File: config.mk
export PLATFORM = sky130hd
export DESIGN_NAME = gpxs_expander
export DESIGN_NICKNAME = d
export VERILOG_FILES = /design/src/core/gpxs_pkg.sv /design/src/core/gpxs_sync.sv /design/src/core/gpxs_expander.sv
export SDC_FILE = /design/constraint.sdc
export NUM_CORES = 1
export LEC_CHECK = 0
export BUFFER_PORTS_ARGS = -buffer_cell sky130_fd_sc_hd__buf_2
export CAP_MARGIN = 20
export CORE_MARGIN = 3
export CORE_UTILIZATION = 45
export DETAILED_ROUTE_END_ITERATION = 10
export PLACE_DENSITY_LB_ADDON = 0.1
export SYNTH_ARGS = -nofsm -noshare
export SYNTH_HDL_FRONTEND = slang
export SYNTH_SLANG_ARGS = --single-unit
File: constraint.sdc
create_clock -name clk -period 3.25 [get_ports clk]
set_clock_uncertainty 0.15 [all_clocks]
set_input_delay 0.1625 -clock clk [delete_from_list [all_inputs] [get_ports clk]]
set_output_delay 0.1625 -clock clk [all_outputs]
set_load 0.05 [all_outputs]
File: src/core/gpxs_pkg.sv
// Purpose: shared constants for the bus-attached 16-bit port expander
// Assumes: registers live behind the two-wire serial link only
// Notes: register indices are command byte values
package gpxs_pkg;
    localparam int PORT_W = 16;
    localparam logic [7:0] CMD_INPUT0 = 8'h00;
    localparam logic [7:0] CMD_INPUT1 = 8'h01;
    localparam logic [7:0] CMD_OUT0 = 8'h02;
    localparam logic [7:0] CMD_OUT1 = 8'h03;
    localparam logic [7:0] CMD_POL0 = 8'h04;
    localparam logic [7:0] CMD_POL1 = 8'h05;
    localparam logic [7:0] CMD_CFG0 = 8'h06;
    localparam logic [7:0] CMD_CFG1 = 8'h07;
    localparam logic [7:0] CMD_DRV0 = 8'h40;
    localparam logic [7:0] CMD_DRV1 = 8'h41;
    localparam logic [7:0] CMD_DRV2 = 8'h42;
    localparam logic [7:0] CMD_DRV3 = 8'h43;
    localparam logic [7:0] CMD_LATCH0 = 8'h44;
    localparam logic [7:0] CMD_LATCH1 = 8'h45;
    localparam logic [7:0] CMD_MASK0 = 8'h4a;
    localparam logic [7:0] CMD_MASK1 = 8'h4b;
    localparam logic [7:0] CMD_STAT0 = 8'h4c;
    localparam logic [7:0] CMD_STAT1 = 8'h4d;
    localparam logic [7:0] BYTE_ONES = 8'hff;
    localparam logic [7:0] BYTE_ZERO = 8'h00;
    localparam logic [1:0] DRV_FULL = 2'h3;
    localparam logic [1:0] DRV_HALF = 2'h2;
    localparam logic [3:0] ADDR_FIXED = 4'h4;
    localparam logic [2:0] BIT_LAST = 3'h7;
    localparam logic [2:0] BIT_FIRST = 3'h0;
    typedef enum logic [2:0] {
        ST_IDLE = 3'b000,
        ST_ADDR = 3'b001,
        ST_ADDR_ACK = 3'b010,
        ST_WRITE = 3'b011,
        ST_WRITE_ACK = 3'b100,
        ST_READ = 3'b101,
        ST_READ_ACK = 3'b110
    } gpxs_state_t;
endpackage

File: src/core/gpxs_sync.sv
// Purpose: two-stage synchroniser for asynchronous levels
// Assumes: destination is clk
// Notes: first stage is read only by the second
`timescale 1ns/1ps
module gpxs_sync #(
    parameter int W = 1
) (
    // clock and reset
    input wire logic clk,
    input wire logic resetn,
    // data
    input wire logic [W-1:0] din,
    output logic [W-1:0] dout
);
    logic [W-1:0] meta_r;

    always_ff @(posedge clk or negedge resetn)
    begin
        if (!resetn)
        begin
            meta_r <= '0;
            dout <= '0;
        end
        else
        begin
            meta_r <= din;
            dout <= meta_r;
        end
    end
endmodule

File: src/core/gpxs_expander.sv
// Purpose: serial-bus slave, register pairs and change interrupt of a 16-bit expander
// Assumes: resetn is the internal power-on reset; scl and sda are sampled by clk
// Notes: pin drive strength is shown as a finger-enable mask per pin
// Operation
// - hold everything in reset until power good, then load defaults
// - only the power-on reset input resets the block
// - an input edge away from the value seen at the last port read raises the interrupt; latched pins on any edge
// - interrupt clears when a non-latched pin returns or its port is read
// - read clear happens at acknowledge bit after clock rises
// - after clearing, later input changes raise the interrupt again
// - output pins never interrupt; output-to-input may interrupt on mismatch
// - interrupt is open-drain active low, pulled up outside
// - latched pins clear only by reading their port or by being configured as outputs
// - each further write byte goes to the other pair register
// - any number of write bytes, alternating within the pair
// - successive read bytes alternate between pair registers
// - after repeated start, pointer follows the register last read
// - input data captured on falling edge of acknowledge clock
// - stop anywhere; data of latest acknowledge stays valid
// - four drive levels per pin; code 10b enables one finger
// - command 00 selects the input port register
// - masked changes stay silent; unmasking a pending change asserts
// - status bits show unmasked interrupt sources only
`timescale 1ns/1ps
module gpxs_expander (
    // clock and power-on reset
    input wire logic clk,
    input wire logic resetn,
    // address straps
    input wire logic [2:0] addrPin,
    // serial bus
    input wire logic sclIn,
    input wire logic sdaIn,
    output logic sdaOut,
    output logic sdaOe,
    // interrupt, open drain
    output logic intOut,
    output logic intOe,
    // port pins
    input wire logic [gpxs_pkg::PORT_W-1:0] pinIn,
    output logic [gpxs_pkg::PORT_W-1:0] pinOut,
    output logic [gpxs_pkg::PORT_W-1:0] pinOe,
    output logic [2*gpxs_pkg::PORT_W-1:0] pinFingers
);
    localparam int N = gpxs_pkg::PORT_W;
    initial
    begin
        if (N != 16)
            $error("port width must be 16");
    end

    logic scl;
    logic sda;
    logic [N-1:0] pin;
    gpxs_sync #(.W(2)) uBus (
        .clk(clk),
        .resetn(resetn),
        .din({sclIn, sdaIn}),
        .dout({scl, sda})
    );
    gpxs_sync #(.W(N)) uPin (
        .clk(clk),
        .resetn(resetn),
        .din(pinIn),
        .dout(pin)
    );
    logic [2:0] addrSync;
    gpxs_sync #(.W(3)) uAddr (
        .clk(clk),
        .resetn(resetn),
        .din(addrPin),
        .dout(addrSync)
    );

    logic sclD_r;
    logic sdaD_r;
    always_ff @(posedge clk or negedge resetn)
    begin
        if (!resetn)
        begin
            sclD_r <= 1'b1;
            sdaD_r <= 1'b1;
        end
        else
        begin
            sclD_r <= scl;
            sdaD_r <= sda;
        end
    end
    wire sclRise = scl && !sclD_r;
    wire sclFall = !scl && sclD_r;
    wire startCond = scl && sclD_r && !sda && sdaD_r;
    wire stopCond = scl && sclD_r && sda && !sdaD_r;

    // registers, reset to defaults by power-on reset only
    logic [N-1:0] outReg_r;
    logic [N-1:0] polReg_r;
    logic [N-1:0] cfgReg_r;
    logic [2*N-1:0] drvReg_r;
    logic [N-1:0] latchReg_r;
    logic [N-1:0] maskReg_r;
    logic [N-1:0] inReg_r;
    logic [N-1:0] pend_r;
    logic [N-1:0] refReg_r;
    logic [N-1:0] inNext;

    gpxs_pkg::gpxs_state_t state_r;
    logic [2:0] bitCnt_r;
    logic [7:0] shift_r;
    logic [7:0] ptr_r;
    logic firstByte_r;
    logic isRead_r;
    logic ackDrive_r;
    logic [7:0] txByte_r;

    wire [7:0] pairPtr = {ptr_r[7:1], ~ptr_r[0]};
    wire [7:0] rxByte = {shift_r[6:0], sda};
    wire addrMatch = (rxByte[7:1] == {gpxs_pkg::ADDR_FIXED, addrSync});

    // read-data mux; cmd 00 is input port 0
    wire [N-1:0] inView = (pin ^ polReg_r) & cfgReg_r;
    wire [N-1:0] statView = pend_r & ~maskReg_r;
    logic [7:0] rdData;
    always_comb
    begin
        unique case (ptr_r)
            gpxs_pkg::CMD_INPUT0: rdData = inNext[7:0];
            gpxs_pkg::CMD_INPUT1: rdData = inNext[15:8];
            gpxs_pkg::CMD_OUT0: rdData = outReg_r[7:0];
            gpxs_pkg::CMD_OUT1: rdData = outReg_r[15:8];
            gpxs_pkg::CMD_POL0: rdData = polReg_r[7:0];
            gpxs_pkg::CMD_POL1: rdData = polReg_r[15:8];
            gpxs_pkg::CMD_CFG0: rdData = cfgReg_r[7:0];
            gpxs_pkg::CMD_CFG1: rdData = cfgReg_r[15:8];
            gpxs_pkg::CMD_DRV0: rdData = drvReg_r[7:0];
            gpxs_pkg::CMD_DRV1: rdData = drvReg_r[15:8];
            gpxs_pkg::CMD_DRV2: rdData = drvReg_r[23:16];
            gpxs_pkg::CMD_DRV3: rdData = drvReg_r[31:24];
            gpxs_pkg::CMD_LATCH0: rdData = latchReg_r[7:0];
            gpxs_pkg::CMD_LATCH1: rdData = latchReg_r[15:8];
            gpxs_pkg::CMD_MASK0: rdData = maskReg_r[7:0];
            gpxs_pkg::CMD_MASK1: rdData = maskReg_r[15:8];
            gpxs_pkg::CMD_STAT0: rdData = statView[7:0];
            gpxs_pkg::CMD_STAT1: rdData = statView[15:8];
            default: rdData = gpxs_pkg::BYTE_ZERO;
        endcase
    end

    // bus events
    wire addrDone = (state_r == gpxs_pkg::ST_ADDR) && sclRise && bitCnt_r == gpxs_pkg::BIT_LAST;
    wire wrDone = (state_r == gpxs_pkg::ST_WRITE) && sclRise && bitCnt_r == gpxs_pkg::BIT_LAST;
    wire wrStore = wrDone && !firstByte_r;
    // read clear at acknowledge bit after clock rises
    wire rdAckRise = (state_r == gpxs_pkg::ST_READ_ACK) && sclRise;
    wire rdPort0 = rdAckRise && ptr_r == gpxs_pkg::CMD_INPUT0;
    wire rdPort1 = rdAckRise && ptr_r == gpxs_pkg::CMD_INPUT1;
    wire [N-1:0] portRead = {{8{rdPort1}}, {8{rdPort0}}};
    // input capture on falling edge of the acknowledge clock
    wire inPtr = (ptr_r[7:1] == gpxs_pkg::CMD_INPUT0[7:1]);
    wire ackFall = sclFall && inPtr && ((state_r == gpxs_pkg::ST_ADDR_ACK && isRead_r
        && ackDrive_r) || state_r == gpxs_pkg::ST_READ_ACK);

    // interrupt source logic: edges against the value seen at the last port read
    logic [N-1:0] inViewD_r;
    wire [N-1:0] changed = (inView ^ inViewD_r) & cfgReg_r;
    wire [N-1:0] differs = inView ^ refReg_r;
    wire [N-1:0] pendSet = changed & (differs | latchReg_r);
    // non-latched pins clear when they return; latched only by read or by becoming an output
    wire [N-1:0] pendKeep = pend_r & cfgReg_r & ~portRead & (latchReg_r | differs);
    wire [N-1:0] pend_nxt = pendSet | pendKeep;

    always_ff @(posedge clk or negedge resetn)
    begin
        if (!resetn)
        begin
            inViewD_r <= '0;
            refReg_r <= '0;
        end
        else
        begin
            inViewD_r <= inView;
            refReg_r <= (refReg_r & ~portRead) | (inReg_r & portRead);
        end
    end
    wire intAssert = |(pend_r & ~maskReg_r);

    always_ff @(posedge clk or negedge resetn)
    begin
        if (!resetn)
            pend_r <= '0;
        else
            pend_r <= pend_nxt;
    end

    // input register: loads pins at the acknowledge clock fall; latched pins also load on a change while not pending
    wire [N-1:0] inLoad = ackFall ? '1 : (latchReg_r & ~pend_r & changed);
    assign inNext = (inReg_r & ~inLoad) | (inView & inLoad);
    always_ff @(posedge clk or negedge resetn)
    begin
        if (!resetn)
            inReg_r <= '0;
        else
            inReg_r <= inNext;
    end

    // serial state machine
    always_ff @(posedge clk or negedge resetn)
    begin
        if (!resetn)
        begin
            state_r <= gpxs_pkg::ST_IDLE;
            bitCnt_r <= gpxs_pkg::BIT_FIRST;
            shift_r <= gpxs_pkg::BYTE_ZERO;
            ptr_r <= gpxs_pkg::CMD_INPUT0;
            firstByte_r <= 1'b0;
            isRead_r <= 1'b0;
            ackDrive_r <= 1'b0;
            txByte_r <= gpxs_pkg::BYTE_ZERO;
        end
        else if (startCond)
        begin
            state_r <= gpxs_pkg::ST_ADDR;
            bitCnt_r <= gpxs_pkg::BIT_FIRST;
            ackDrive_r <= 1'b0;
        end
        else if (stopCond)
        begin
            state_r <= gpxs_pkg::ST_IDLE;
            ackDrive_r <= 1'b0;
        end
        else
        begin
            if (sclRise)
            begin
                shift_r <= rxByte;
                bitCnt_r <= bitCnt_r + 3'h1;
            end
            unique case (state_r)
                gpxs_pkg::ST_IDLE:
                begin
                    ackDrive_r <= 1'b0;
                end
                gpxs_pkg::ST_ADDR:
                begin
                    if (addrDone)
                    begin
                        if (addrMatch)
                        begin
                            state_r <= gpxs_pkg::ST_ADDR_ACK;
                            isRead_r <= sda;
                        end
                        else
                            state_r <= gpxs_pkg::ST_IDLE;
                    end
                end
                gpxs_pkg::ST_ADDR_ACK:
                begin
                    if (sclFall && !ackDrive_r)
                        ackDrive_r <= 1'b1;
                    else if (sclFall)
                    begin
                        ackDrive_r <= 1'b0;
                        bitCnt_r <= gpxs_pkg::BIT_FIRST;
                        firstByte_r <= 1'b1;
                        txByte_r <= rdData;
                        state_r <= isRead_r ? gpxs_pkg::ST_READ : gpxs_pkg::ST_WRITE;
                    end
                end
                gpxs_pkg::ST_WRITE:
                begin
                    if (wrDone)
                    begin
                        state_r <= gpxs_pkg::ST_WRITE_ACK;
                        if (firstByte_r)
                            ptr_r <= rxByte;
                        else
                            ptr_r <= pairPtr;
                        firstByte_r <= 1'b0;
                    end
                end
                gpxs_pkg::ST_WRITE_ACK:
                begin
                    if (sclFall && !ackDrive_r)
                        ackDrive_r <= 1'b1;
                    else if (sclFall)
                    begin
                        ackDrive_r <= 1'b0;
                        bitCnt_r <= gpxs_pkg::BIT_FIRST;
                        state_r <= gpxs_pkg::ST_WRITE;
                    end
                end
                gpxs_pkg::ST_READ:
                begin
                    // hold the last data bit until the clock falls
                    if (sclFall && bitCnt_r == gpxs_pkg::BIT_FIRST && !firstByte_r)
                        state_r <= gpxs_pkg::ST_READ_ACK;
                    else if (sclFall)
                        txByte_r <= {txByte_r[6:0], 1'b0};
                end
                gpxs_pkg::ST_READ_ACK:
                begin
                    if (sclRise)
                    begin
                        ptr_r <= pairPtr;
                        bitCnt_r <= gpxs_pkg::BIT_FIRST;
                        state_r <= sda ? gpxs_pkg::ST_IDLE : gpxs_pkg::ST_READ_ACK;
                    end
                    else if (sclFall)
                    begin
                        txByte_r <= rdData;
                        state_r <= gpxs_pkg::ST_READ;
                    end
                end
                default:
                begin
                    state_r <= gpxs_pkg::ST_IDLE;
                end
            endcase
            if (state_r == gpxs_pkg::ST_READ && sclRise)
                firstByte_r <= 1'b0;
        end
    end

    // write into the pointed register
    always_ff @(posedge clk or negedge resetn)
    begin
        if (!resetn)
        begin
            outReg_r <= {N{1'b1}};
            polReg_r <= '0;
            cfgReg_r <= {N{1'b1}};
            drvReg_r <= {N{gpxs_pkg::DRV_FULL}};
            latchReg_r <= '0;
            maskReg_r <= {N{1'b1}};
        end
        else if (wrStore)
        begin
            unique case (ptr_r)
                gpxs_pkg::CMD_OUT0: outReg_r[7:0] <= rxByte;
                gpxs_pkg::CMD_OUT1: outReg_r[15:8] <= rxByte;
                gpxs_pkg::CMD_POL0: polReg_r[7:0] <= rxByte;
                gpxs_pkg::CMD_POL1: polReg_r[15:8] <= rxByte;
                gpxs_pkg::CMD_CFG0: cfgReg_r[7:0] <= rxByte;
                gpxs_pkg::CMD_CFG1: cfgReg_r[15:8] <= rxByte;
                gpxs_pkg::CMD_DRV0: drvReg_r[7:0] <= rxByte;
                gpxs_pkg::CMD_DRV1: drvReg_r[15:8] <= rxByte;
                gpxs_pkg::CMD_DRV2: drvReg_r[23:16] <= rxByte;
                gpxs_pkg::CMD_DRV3: drvReg_r[31:24] <= rxByte;
                gpxs_pkg::CMD_LATCH0: latchReg_r[7:0] <= rxByte;
                gpxs_pkg::CMD_LATCH1: latchReg_r[15:8] <= rxByte;
                gpxs_pkg::CMD_MASK0: maskReg_r[7:0] <= rxByte;
                gpxs_pkg::CMD_MASK1: maskReg_r[15:8] <= rxByte;
                default: ;
            endcase
        end
    end

    // finger enables: code 0 drives no finger, codes 1 and 2 one of two fingers, code 3 both
    logic [2*N-1:0] fingers;
    always_comb
    begin
        for (int i = 0; i < N; i++)
        begin
            unique case (drvReg_r[2*i +: 2])
                2'h0: fingers[2*i +: 2] = 2'h0;
                2'h1: fingers[2*i +: 2] = 2'h1;
                gpxs_pkg::DRV_HALF: fingers[2*i +: 2] = 2'h2;
                default: fingers[2*i +: 2] = 2'h3;
            endcase
        end
    end

    // registered outputs
    always_ff @(posedge clk or negedge resetn)
    begin
        if (!resetn)
        begin
            sdaOut <= 1'b0;
            sdaOe <= 1'b0;
            intOut <= 1'b0;
            intOe <= 1'b0;
            pinOut <= '0;
            pinOe <= '0;
            pinFingers <= '0;
        end
        else
        begin
            sdaOut <= 1'b0;
            sdaOe <= ackDrive_r || (state_r == gpxs_pkg::ST_READ && !txByte_r[7]);
            intOut <= 1'b0;
            intOe <= intAssert;
            pinOut <= outReg_r;
            pinOe <= ~cfgReg_r;
            pinFingers <= fingers;
        end
    end

    chk_int_follows: assert property (@(posedge clk) disable iff (!resetn)
        intAssert |=> intOe)
        else $error("interrupt not driven");
    chk_mask_silent: assert property (@(posedge clk) disable iff (!resetn)
        (&maskReg_r) |=> !intOe)
        else $error("masked change drove interrupt");
    chk_out_noint: assert property (@(posedge clk) disable iff (!resetn)
        (changed & ~cfgReg_r) == '0)
        else $error("output pin raised change");
    chk_stat_masked: assert property (@(posedge clk) disable iff (!resetn)
        (statView & maskReg_r) == '0)
        else $error("masked status bit set");
    chk_read_clear: assert property (@(posedge clk) disable iff (!resetn)
        rdPort0 && !(|changed[7:0]) && !startCond && !stopCond |=> pend_r[7:0] == '0)
        else $error("read did not clear pending");
    chk_pair_alt: assert property (@(posedge clk) disable iff (!resetn)
        rdAckRise && !startCond && !stopCond |=> ptr_r[0] != $past(ptr_r[0]))
        else $error("pointer did not alternate");
    chk_addr_ignore: assert property (@(posedge clk) disable iff (!resetn)
        addrDone && !addrMatch && !startCond && !stopCond |=> state_r == gpxs_pkg::ST_IDLE)
        else $error("foreign address taken");
    chk_change_sets: assert property (@(posedge clk) disable iff (!resetn)
        (|pendSet) && !(|portRead) |=> (|pend_r))
        else $error("change not flagged");
endmodule

* After elaboration in Yosys (flattened, before gate mapping)
Cells that the tools add are included.
** Word-level totals
- Register bits after elaboration :: 318
- Input bits :: 23
- Output and inout bits :: 68
- Word-level logic and storage cells :: 288
** Cells by class
- Add/sub/neg operators :: 1
- Equality and inequality tests :: 77
- Multiplexer cells :: 60
- Bitwise operators :: 29
- Reduce and logical (&&, ||, !) cells :: 81
** Operator list (number)
- bitwise AND 16 bit :: 13
- case mux 8 bit (18 select lines) :: 1
- case mux 2 bit (3 select lines) :: 16
- equality test 8 x 7 -> 1 bit (second input constant) :: 10
- NOT 16 bit :: 5
- bitwise OR 16 bit :: 4
- two-way mux 3 bit :: 19
- two-way mux 8 bit :: 7
- XOR 16 bit :: 3
- equality test 2 x 1 -> 1 bit (second input constant) :: 16
- equality test 2 bit (second input constant) :: 16
- equality test 8 x 3 -> 1 bit (second input constant) :: 4
- zero test 2 bit :: 16
- AND reduction 2 bit :: 15
- != test 4 bit (second input constant) :: 7
- logical AND 1 bit :: 24
- case mux 8 bit (3 select lines) :: 1
- case mux 3 bit (7 select lines) :: 1
- equality test 8 x 2 -> 1 bit (second input constant) :: 2
- two-way mux 16 bit :: 1
- case mux 8 bit (2 select lines) :: 1
- OR reduction 16 bit :: 1
- != test 2 bit (second input constant) :: 7
- equality test 3 bit (second input constant) :: 4
- other kinds (28) :: 54

* Depth between registers and ports, before layout
Gate-level depths: netlist (run 1).
- Depth in word-level cells :: 13
- Gate-level depth with buffers :: 10
- Gate-level depth less buffers :: 8

* By module
A second synthesis (run 1) with hierarchy kept.
** Second synthesis, totals
- Cell total of the unflattened synthesis :: 1105
- Area, all modules :: 13927.1 um^2
** Modules (own cells, without submodules)
- gpxs_expander :: instances 1, cells each 1063, area each 12876.1 um^2, seq. area each 7009.2 um^2
- gpxs_sync (uPin) :: instances 1, cells each 32, area each 800.8 um^2, seq. area each 800.8 um^2
- gpxs_sync (uAddr) :: instances 1, cells each 6, area each 150.1 um^2, seq. area each 150.1 um^2
- gpxs_sync (uBus) :: instances 1, cells each 4, area each 100.1 um^2, seq. area each 100.1 um^2

* Least setup slack after synthesis (run 1)
No wires, ideal clock.
- Kind :: reg-to-reg
- Start :: register sclD_r
- End :: register txByte_r[7]
- Setup time :: 0.124 ns
- Arrival :: 2.327 ns
- Data required time :: 2.976 ns
- Setup slack :: 0.649 ns
- Stages on the path, launching flop included :: 9
- Path buffers :: 1
- Clock period less this slack :: 2.601 ns
- Cells stage by stage :: dfstp_2 -> ha_1 -> buf_2 -> nand2_1 -> o31a_1 -> and4_4 -> a221o_1 -> or4_1 -> o31a_1
** On the way
- Word-level cells in the longest chain between the ends :: 11
- Elaborated cells on any way between the ends :: 30
- Those cells by class :: eq/ne (4); mux (6); bitwise (6); reduce/logical (14)
** RTL lines
- start: declaration :: line gpxs_expander.sv:75 : logic sclD_r;
- start signal: assignment :: line gpxs_expander.sv:86 : sclD_r <= scl;
- logical AND 1 bit :: line gpxs_expander.sv:91 : wire sclFall = !scl && sclD_r;
- logical AND 1 bit (2 in a row) :: line gpxs_expander.sv:160 : wire ackFall = sclFall && inPtr && ((state_r == gpxs_pkg::ST_ADDR_ACK && isRead_r
- two-way mux 16 bit :: line gpxs_expander.sv:196 : wire [N-1:0] inLoad = ackFall ? '1 : (latchReg_r & ~pend_r & changed);
- NOT 16 bit :: line gpxs_expander.sv:197 : assign inNext = (inReg_r & ~inLoad) | (inView & inLoad);
- bitwise AND 16 bit :: line gpxs_expander.sv:197
- bitwise OR 16 bit :: line gpxs_expander.sv:197
- case mux 8 bit (18 select lines) :: line gpxs_expander.sv:126 : unique case (ptr_r)
- two-way mux 8 bit :: line gpxs_expander.sv:260, gpxs_expander.sv:308
- two-way mux 8 bit (on tied branches) :: line gpxs_expander.sv:302, gpxs_expander.sv:258
- case mux 8 bit (3 select lines) :: line gpxs_expander.sv:238 : unique case (state_r)
- end signal: assignment :: line gpxs_expander.sv:265 : txByte_r <= rdData;
- end signal: assignment :: line gpxs_expander.sv:298 : txByte_r <= {txByte_r[6:0], 1'b0};
- end signal: assignment :: line gpxs_expander.sv:310 : txByte_r <= rdData;
- end: declaration :: line gpxs_expander.sv:114 : logic [7:0] txByte_r;
Parallel ways exist; a longest one is shown, timed or not. The select of a mux whose other input is x is not followed.
A chain may end at the register's enable or synchronous reset.

* Final worst setup path (run 1)
- Start :: register sclD_r
- End :: register txByte_r[2]
** On the way
- Word-level cells in the longest chain between the ends :: 11
- Elaborated cells on any way between the ends :: 30
- Those cells by class :: eq/ne (4); mux (6); bitwise (6); reduce/logical (14)
** RTL lines
- logical AND 1 bit (*) :: line gpxs_expander.sv:91
- logical AND 1 bit (*) (2 in a row) :: line gpxs_expander.sv:160
- two-way mux 16 bit (*) :: line gpxs_expander.sv:196
- NOT 16 bit :: line gpxs_expander.sv:197
- bitwise AND 16 bit :: line gpxs_expander.sv:197
- bitwise OR 16 bit (*) :: line gpxs_expander.sv:197
- net inNext[2] :: line gpxs_expander.sv:105 : logic [N-1:0] inNext;
- case mux 8 bit (18 select lines) (*) :: line gpxs_expander.sv:126
- two-way mux 8 bit (*) :: line gpxs_expander.sv:260, gpxs_expander.sv:308
- two-way mux 8 bit (on tied branches) :: line gpxs_expander.sv:302, gpxs_expander.sv:258
- case mux 8 bit (3 select lines) (*) :: line gpxs_expander.sv:238
Mark *: on every way through the listed nets, which the timed path passes. The rest lies on a longest branch. The select of a mux whose other input is x is not followed.

==> impl_metrics.csv, run 1 <==
group,metric,value,unit
synth,syn_area,14000,um^2
synth,synth_top_cell_area_share,42.0,%
job,drv_cap,0,
sta,fin_setup_tns,0,ns
floorplan,coreArea,30700,um^2
synth,synth_top_area_cell,"dfrtp_1",
sta,timing.hold.ws,0.111,ns
global_route,grt_pass1_wl,63.5,mm
synth,synthDistinctLibCells,86,
sta,hold_viol,0,
power,powerDensity,538,nW/um^2
power,vdd_drop_max,0.437,mV
final_layout,synthToLayoutAreaGrowth,18.4,%
clock_network,holdBufCountCts,22,
global_route,first_global_vias,9680,
global_route,grt.overflow.total,0,
route,drc,0,
route,dr.pass1.iters,7,
synth,yosys_warnings,0,
clock_network,clk_pin_slew,0.06,ns
sta,max_slew_margin,37.3,%
sta,worst_pin_slew,0.918,ns
synth,synth_edf_count,0,
route,wl,42.0,mm
sta,timing.fmax,310,MHz
worst_setup_path,critPathArrivalTime,3.44,ns
final_layout,drive_gt1_share,36.4,%
clock_network,numCtsBuffers,35,
final_layout,layout_commonest_cell,"dfrtp_1",
route,drt_iter0_markers,676,
final_layout,fin_cells,1703,
worst_setup_path,cp_data_required_time,3.47,ns
clock_network,cts_resized,0,
global_route,antenna_found_initial,0,
floorplan,die_h,183,um
floorplan,num_rows,64,
final_layout,nFillCells,2656,
final_layout,layout.nets,1310,
global_route,track_usage,25.3,%
place,gp_congestion,0.975,
clock_network,htreeDepth,2,
final_layout,utilization,54.3,%
synth,async_flop_share,100,%
sta,setup_violations,0,
clock_network,clockBufferDepth,3,
power,p_total,8.95,mW
sta,rsz0062_at_grt,"no",
synth,syn_inst,1150,
worst_setup_path,end_kind,"flip-flop",
place,port_buffers,88,
synth,synth_area_leaders,"dfrtp_1, dfstp_2, mux2_2",
clock_network,clock_latency,0.52,ns
clock_network,cts_setup_buffers,0,
worst_setup_path,path_max_fanout,4,
sta,period_minus_slack,3.23,ns
floorplan,die_area,33400,um^2
clock_network,clock-sinks,318,
worst_setup_path,setup.worst_path.start_class,"flip-flop",
route,route.vias.total,9603,
synth,synth-seq-cells,318,
final_layout,final_cell_mix,"dfrtp_1, mux2_2, buf_2",
floorplan,fp.dieW,183,um
worst_setup_path,path_class,"flip-flop to flip-flop",
synth,ys_seq_area_share,57.4,%
synth,ys.flop_type,"dfrtp_1",
global_route,grt_max_degree,89,
clock_network,cts_root_buffer,"clkbuf_16",
route,ant_nets,0,
clock_network,cts_tree,"yes",
power,power.static_leakage,7.55,nW
place,dp_cells,1617,
synth,synth_area_per_cell,12.2,um^2
sta,drv_slew,0,
final_layout,diodes,0,
run_status,status,"finished, final reports clean",
floorplan,initial_utilization,45.8,%
floorplan,io_pins,91,
place,hpwl,30.5,mm
route,post_drt_wl_per_cell,24.7,um
sta,period_share,99.3,%
route,viasPerCell,5.64,
worst_hold_path,hp-class,"primary input to async pin",
[metal layers]
metal / global-route usage (%) / vias up / part of all wire [%]
met1: 35.6 / 4939 / 45
met5: 0 / - / 0
li1: - / 4332 / -
met3: 3.23 / 59 / 4.4
met2: 41.7 / 273 / 48
met4: 7.07 / 0 / 2.7
[critical path, stage by stage, from the launching register on]
cell and delay (ns):
dfstp_2 0.54, ha_1 0.19, and4bb_1 0.32, nand4_1 0.28, o21ai_0 0.18, mux2_2 0.40
a2111oi_0 0.81, o221ai_1 0.20
[through the flow]
| stage | worst slack, ns | area (um^2) |
|---|---|---|
| after CTS | 0.142 | 16600 |
| final | 0.0213 | 16600 |
| after floorplan | 0.649 | 14100 |
| after global placement | 0.134 | 15200 |
| after global routing | 0.00680 | 16600 |
| after detailed placement | 0.128 | 15200 |
[worst paths after layout]
kind	start	depth (start not counted)	end	slack (ns)
hold reg to reg	uPin.meta_r[11]	0	uPin.dout[11]	0.20
max in group asynchronous	resetn	3	cfgReg_r[3]	1.94
setup reg to reg	sclD_r	7	txByte_r[2]	0.02
hold / removal	resetn	2	uPin.dout[10]	0.11
setup / recovery	sclD_r	7	txByte_r[2]	0.02
min in group clk	pinIn[4]	2	uPin.meta_r[4]	0.13
[flip-flops by register name (all words and copies together) (netlist names), 3 cells and up, named ones only]
signal and count:
uAddr.dout 3, state_r 3, bitCnt_r 3, drvReg_r 32
uAddr.meta_r 3, maskReg_r 16, shift_r 7, cfgReg_r 16
uPin.meta_r 16, txByte_r 8, pend_r 16, inViewD_r 16
pinOut 16, uPin.dout 16, inReg_r 16, outReg_r 16
ptr_r 8, pinFingers 32, latchReg_r 16, pinOe 16
polReg_r 16
[Yosys cell counts (all sizes together), types with 6 or more instances]
library cell  count
dfrtp           236
mux2            161
dfstp            82
nand2            75
clkbuf           64
o21ai            60
nor2             45
a21oi            40
inv              35
nand3            33
xor2             29
buf              25
nor2b            19
xnor2            18
and2             16
a22oi            13
nand3b           13
mux2i            12
nand4             9
a31oi             7
a41oi             7
and3              7
ha                7
nand2b            7
nor3              7
a2111oi           6
nor4              6
[cells by family after synthesis]
logic type,count (synthesis),share of synthesized area [%]
fa+ha+maj,7,0.623
xor+xnor,52,3.78
other cells,1,0.0267
flops,318,57.4
mux,177,14.4
buf+inv,124,3.59
simple gates,274,10.8
compound gates,197,9.41
[power breakdown]
part	leakage [nW]	switching, mW	internal (mW)	total, mW
logic	3.02	0.467	0.196	0.663
registers	3.94	0.0850	4.05	4.13
clock network	0.592	1.59	2.56	4.15
[layout make-up]
class                      count  area [um^2]  area share (%)
multi-input combinational    709         5490            33.0
clock inverter                13          204            1.23
sequential                   318         8060            48.4
clock buffer                  51         1010            6.05
timing repair buffer         181         1250            7.53
tap                          396          495            2.98
inverter                      35          131           0.789
(Power assumes the default switching activity.)
==> run 2: changes to the inputs <==
CTS_BUF_LIST = sky130_fd_sc_hd__clkbuf_8   (was unset)
SETUP_SLACK_MARGIN = 0.1   (was unset)
==> run 2 against run 1 <==
Net effect:
- largest power group is now registers
- global-route usage grew 0.26 points
- critical path depth rose by 1
- worst hold slack worse by 0.062 ns
- largest cell class unchanged
==> impl_metrics.csv, run 2 (same netlist as run 1, synthesis figures left out) <==
group,metric,value,unit
worst_setup_path,cp_data_required_time,3.55,ns
route,wl,42.2,mm
clock_network,clk_pin_slew,0.07,ns
place,gp_congestion,0.975,
sta,setup_ws,0.250,ns
clock_network,clock-sinks,318,
final_layout,reg.largest.list,"drvReg_r x32, pinFingers x32",
worst_setup_path,max_stage_delay,0.60,ns
route,viasPerCell,5.59,
worst_setup_path,setup.worst_path.start_class,"flip-flop",
global_route,antenna_found_initial,1,
route,route.vias.total,9715,
power,vdd_drop_max,0.311,mV
sta,period_share,92.3,%
worst_hold_path,hp-class,"primary input to async pin",
worst_setup_path,critPathArrivalTime,3.30,ns
floorplan,initial_utilization,45.8,%
floorplan,io_pins,91,
route,ant_nets,0,
global_route,first_global_vias,9806,
sta,hold_viol,0,
power,powerDensity,508,nW/um^2
clock_network,htreeDepth,2,
final_layout,nFillCells,2684,
place,port_buffers,88,
worst_setup_path,end_kind,"flip-flop",
sta,period_minus_slack,3.00,ns
sta,worst_pin_slew,0.966,ns
route,drt_iter0_markers,668,
route,dr.pass1.iters,5,
sta,timing.hold.ws,0.0496,ns
place,pre_cts_slack,0.128,ns
worst_setup_path,cpMostUsedCell,"buf_4",
route,wl_met3,2.23,mm
floorplan,coreArea,30700,um^2
route,wl_met2,20.2,mm
worst_setup_path,cp_cell_sequence,"buf_4, nor4_1, buf_4, nand4_1, o21ai_0, mux2_2, a2111oi_1, o221ai_1",
worst_setup_path,critPathSlowestCell,"a2111oi_1",
job,drv_cap,0,
worst_setup_path,path_max_fanout,17,
global_route,grt_pass1_wl,64.0,mm
sta,rsz0062_at_grt,"no",
run_status,status,"finished, final reports clean",
final_layout,layout.nets,1328,
clock_network,cts_tree,"yes",
sta,max_slew_margin,34.7,%
worst_setup_path,critPathTopFamily,"compound AO/OA/AOI/OAI gates",
final_layout,drive_gt1_share,37.4,%
clock_network,clockBufferDepth,3,
place,hpwl,30.5,mm
floorplan,die_area,33400,um^2
power,power.static_leakage,7.61,nW
final_layout,synthToLayoutAreaGrowth,17.8,%
final_layout,diodes,0,
global_route,grt.overflow.total,0,
route,drc,0,
global_route,grt_max_degree,89,
route,met1_length,18.6,mm
final_layout,multiInputGateArea,5490,um^2
floorplan,fp.dieW,183,um
sta,fin_setup_tns,0,ns
clock_network,cts_setup_buffers,0,
route,post_drt_wl_per_cell,24.3,um
floorplan,num_rows,64,
final_layout,layout_commonest_cell,"dfrtp_1",
global_route,track_usage,25.6,%
sta,drv_slew,0,
worst_setup_path,path_buf_inv,2,
route,highest_layer,"met5",
clock_network,numCtsBuffers,53,
clock_network,cts_root_buffer,"clkbuf_8",
floorplan,die_h,183,um
sta,setup_violations,0,
clock_network,clock_latency,0.60,ns
sta,timing.fmax,333,MHz
final_layout,ff_latch_area,8060,um^2
worst_setup_path,path_class,"flip-flop to flip-flop",
final_layout,final_cell_mix,"dfrtp_1, mux2_2, buf_2",
run 2: changes by cell type in the layout (fill, tap and decap cells not counted), sizes merged:
cell | previous run | this run
inv | 38 | 56
clkbuf | 51 | 66
bufinv | 5 | 2
clkinv | 4 | 10
run 2: final timing paths:
| kind | from | to | slack, ns | cells past startpoint |
|---|---|---|---|---|
| max | ptr_r[6] | txByte_r[2] | 0.25 | 8 |
| min reg2reg | uPin.meta_r[6] | uPin.dout[6] | 0.19 | 0 |
| max reg2reg | ptr_r[6] | txByte_r[2] | 0.25 | 8 |
| min in group clk | pinIn[10] | uPin.meta_r[10] | 0.06 | 2 |
| min | resetn | pinFingers[1] | 0.05 | 2 |
| max in group asynchronous | resetn | cfgReg_r[7] | 2.01 | 3 |
run 2: layout make-up:
| type | count | share of cell area, % |
|---|---|---|
| Sequential cell | 318 | 48.7 |
| Clock buffer | 66 | 5.49 |
| Multi-Input combinational cell | 709 | 33.2 |
| Timing Repair Buffer | 181 | 7.58 |
| Tap cell | 396 | 2.99 |
| Clock inverter | 34 | 1.25 |
| Inverter | 35 | 0.794 |
run 2: per-stage QoR:
| stage | area, um^2 | util [%] | power (mW) | cells |
|---|---|---|---|---|
| 2_1_floorplan | 14100 | - | 4.46 | 1151 |
| 3_3_place_gp | 15200 | 49.6 | 4.84 | 1617 |
| 3_5_place_dp | 15200 | 49.6 | 4.85 | 1617 |
| 4_1_cts | 16500 | 53.9 | 8.53 | 1739 |
| 5_1_grt | 16500 | 54.0 | 8.76 | 1739 |
| 6_report | 16500 | 54.0 | 8.41 | 1739 |
run 2: what timing repair did:
item,CTS,global route
resized for setup,0,1
hold buffers,22,0
endpoints found under the hold margin,205,0
endpoints found under the setup margin,0,1
run 2: routing by layer:
layer / vias to the layer above / global-route usage [%]
met5: - / 0
met3: 82 / 3.51
met1: 4968 / 35.3
li1: 4373 / -
met4: 2 / 7.95
met2: 290 / 42.3
run 2: report_power, final:
part           total, mW  switching [mW]  internal [mW]  leakage [nW]
Sequential          4.13          0.0854           4.05          3.94
Combinational      0.655           0.459          0.196          3.02
Clock               3.62            1.62           2.00         0.652
Total               8.41            2.16           6.24          7.61
run 2: worst register-to-register path: cells and delay by family (launching register included):
family          cells  cell delay, ns
compound gates      3            0.97
simple gates        2            0.53
flops               1            0.37
buf+inv             2            0.44
mux                 1            0.40
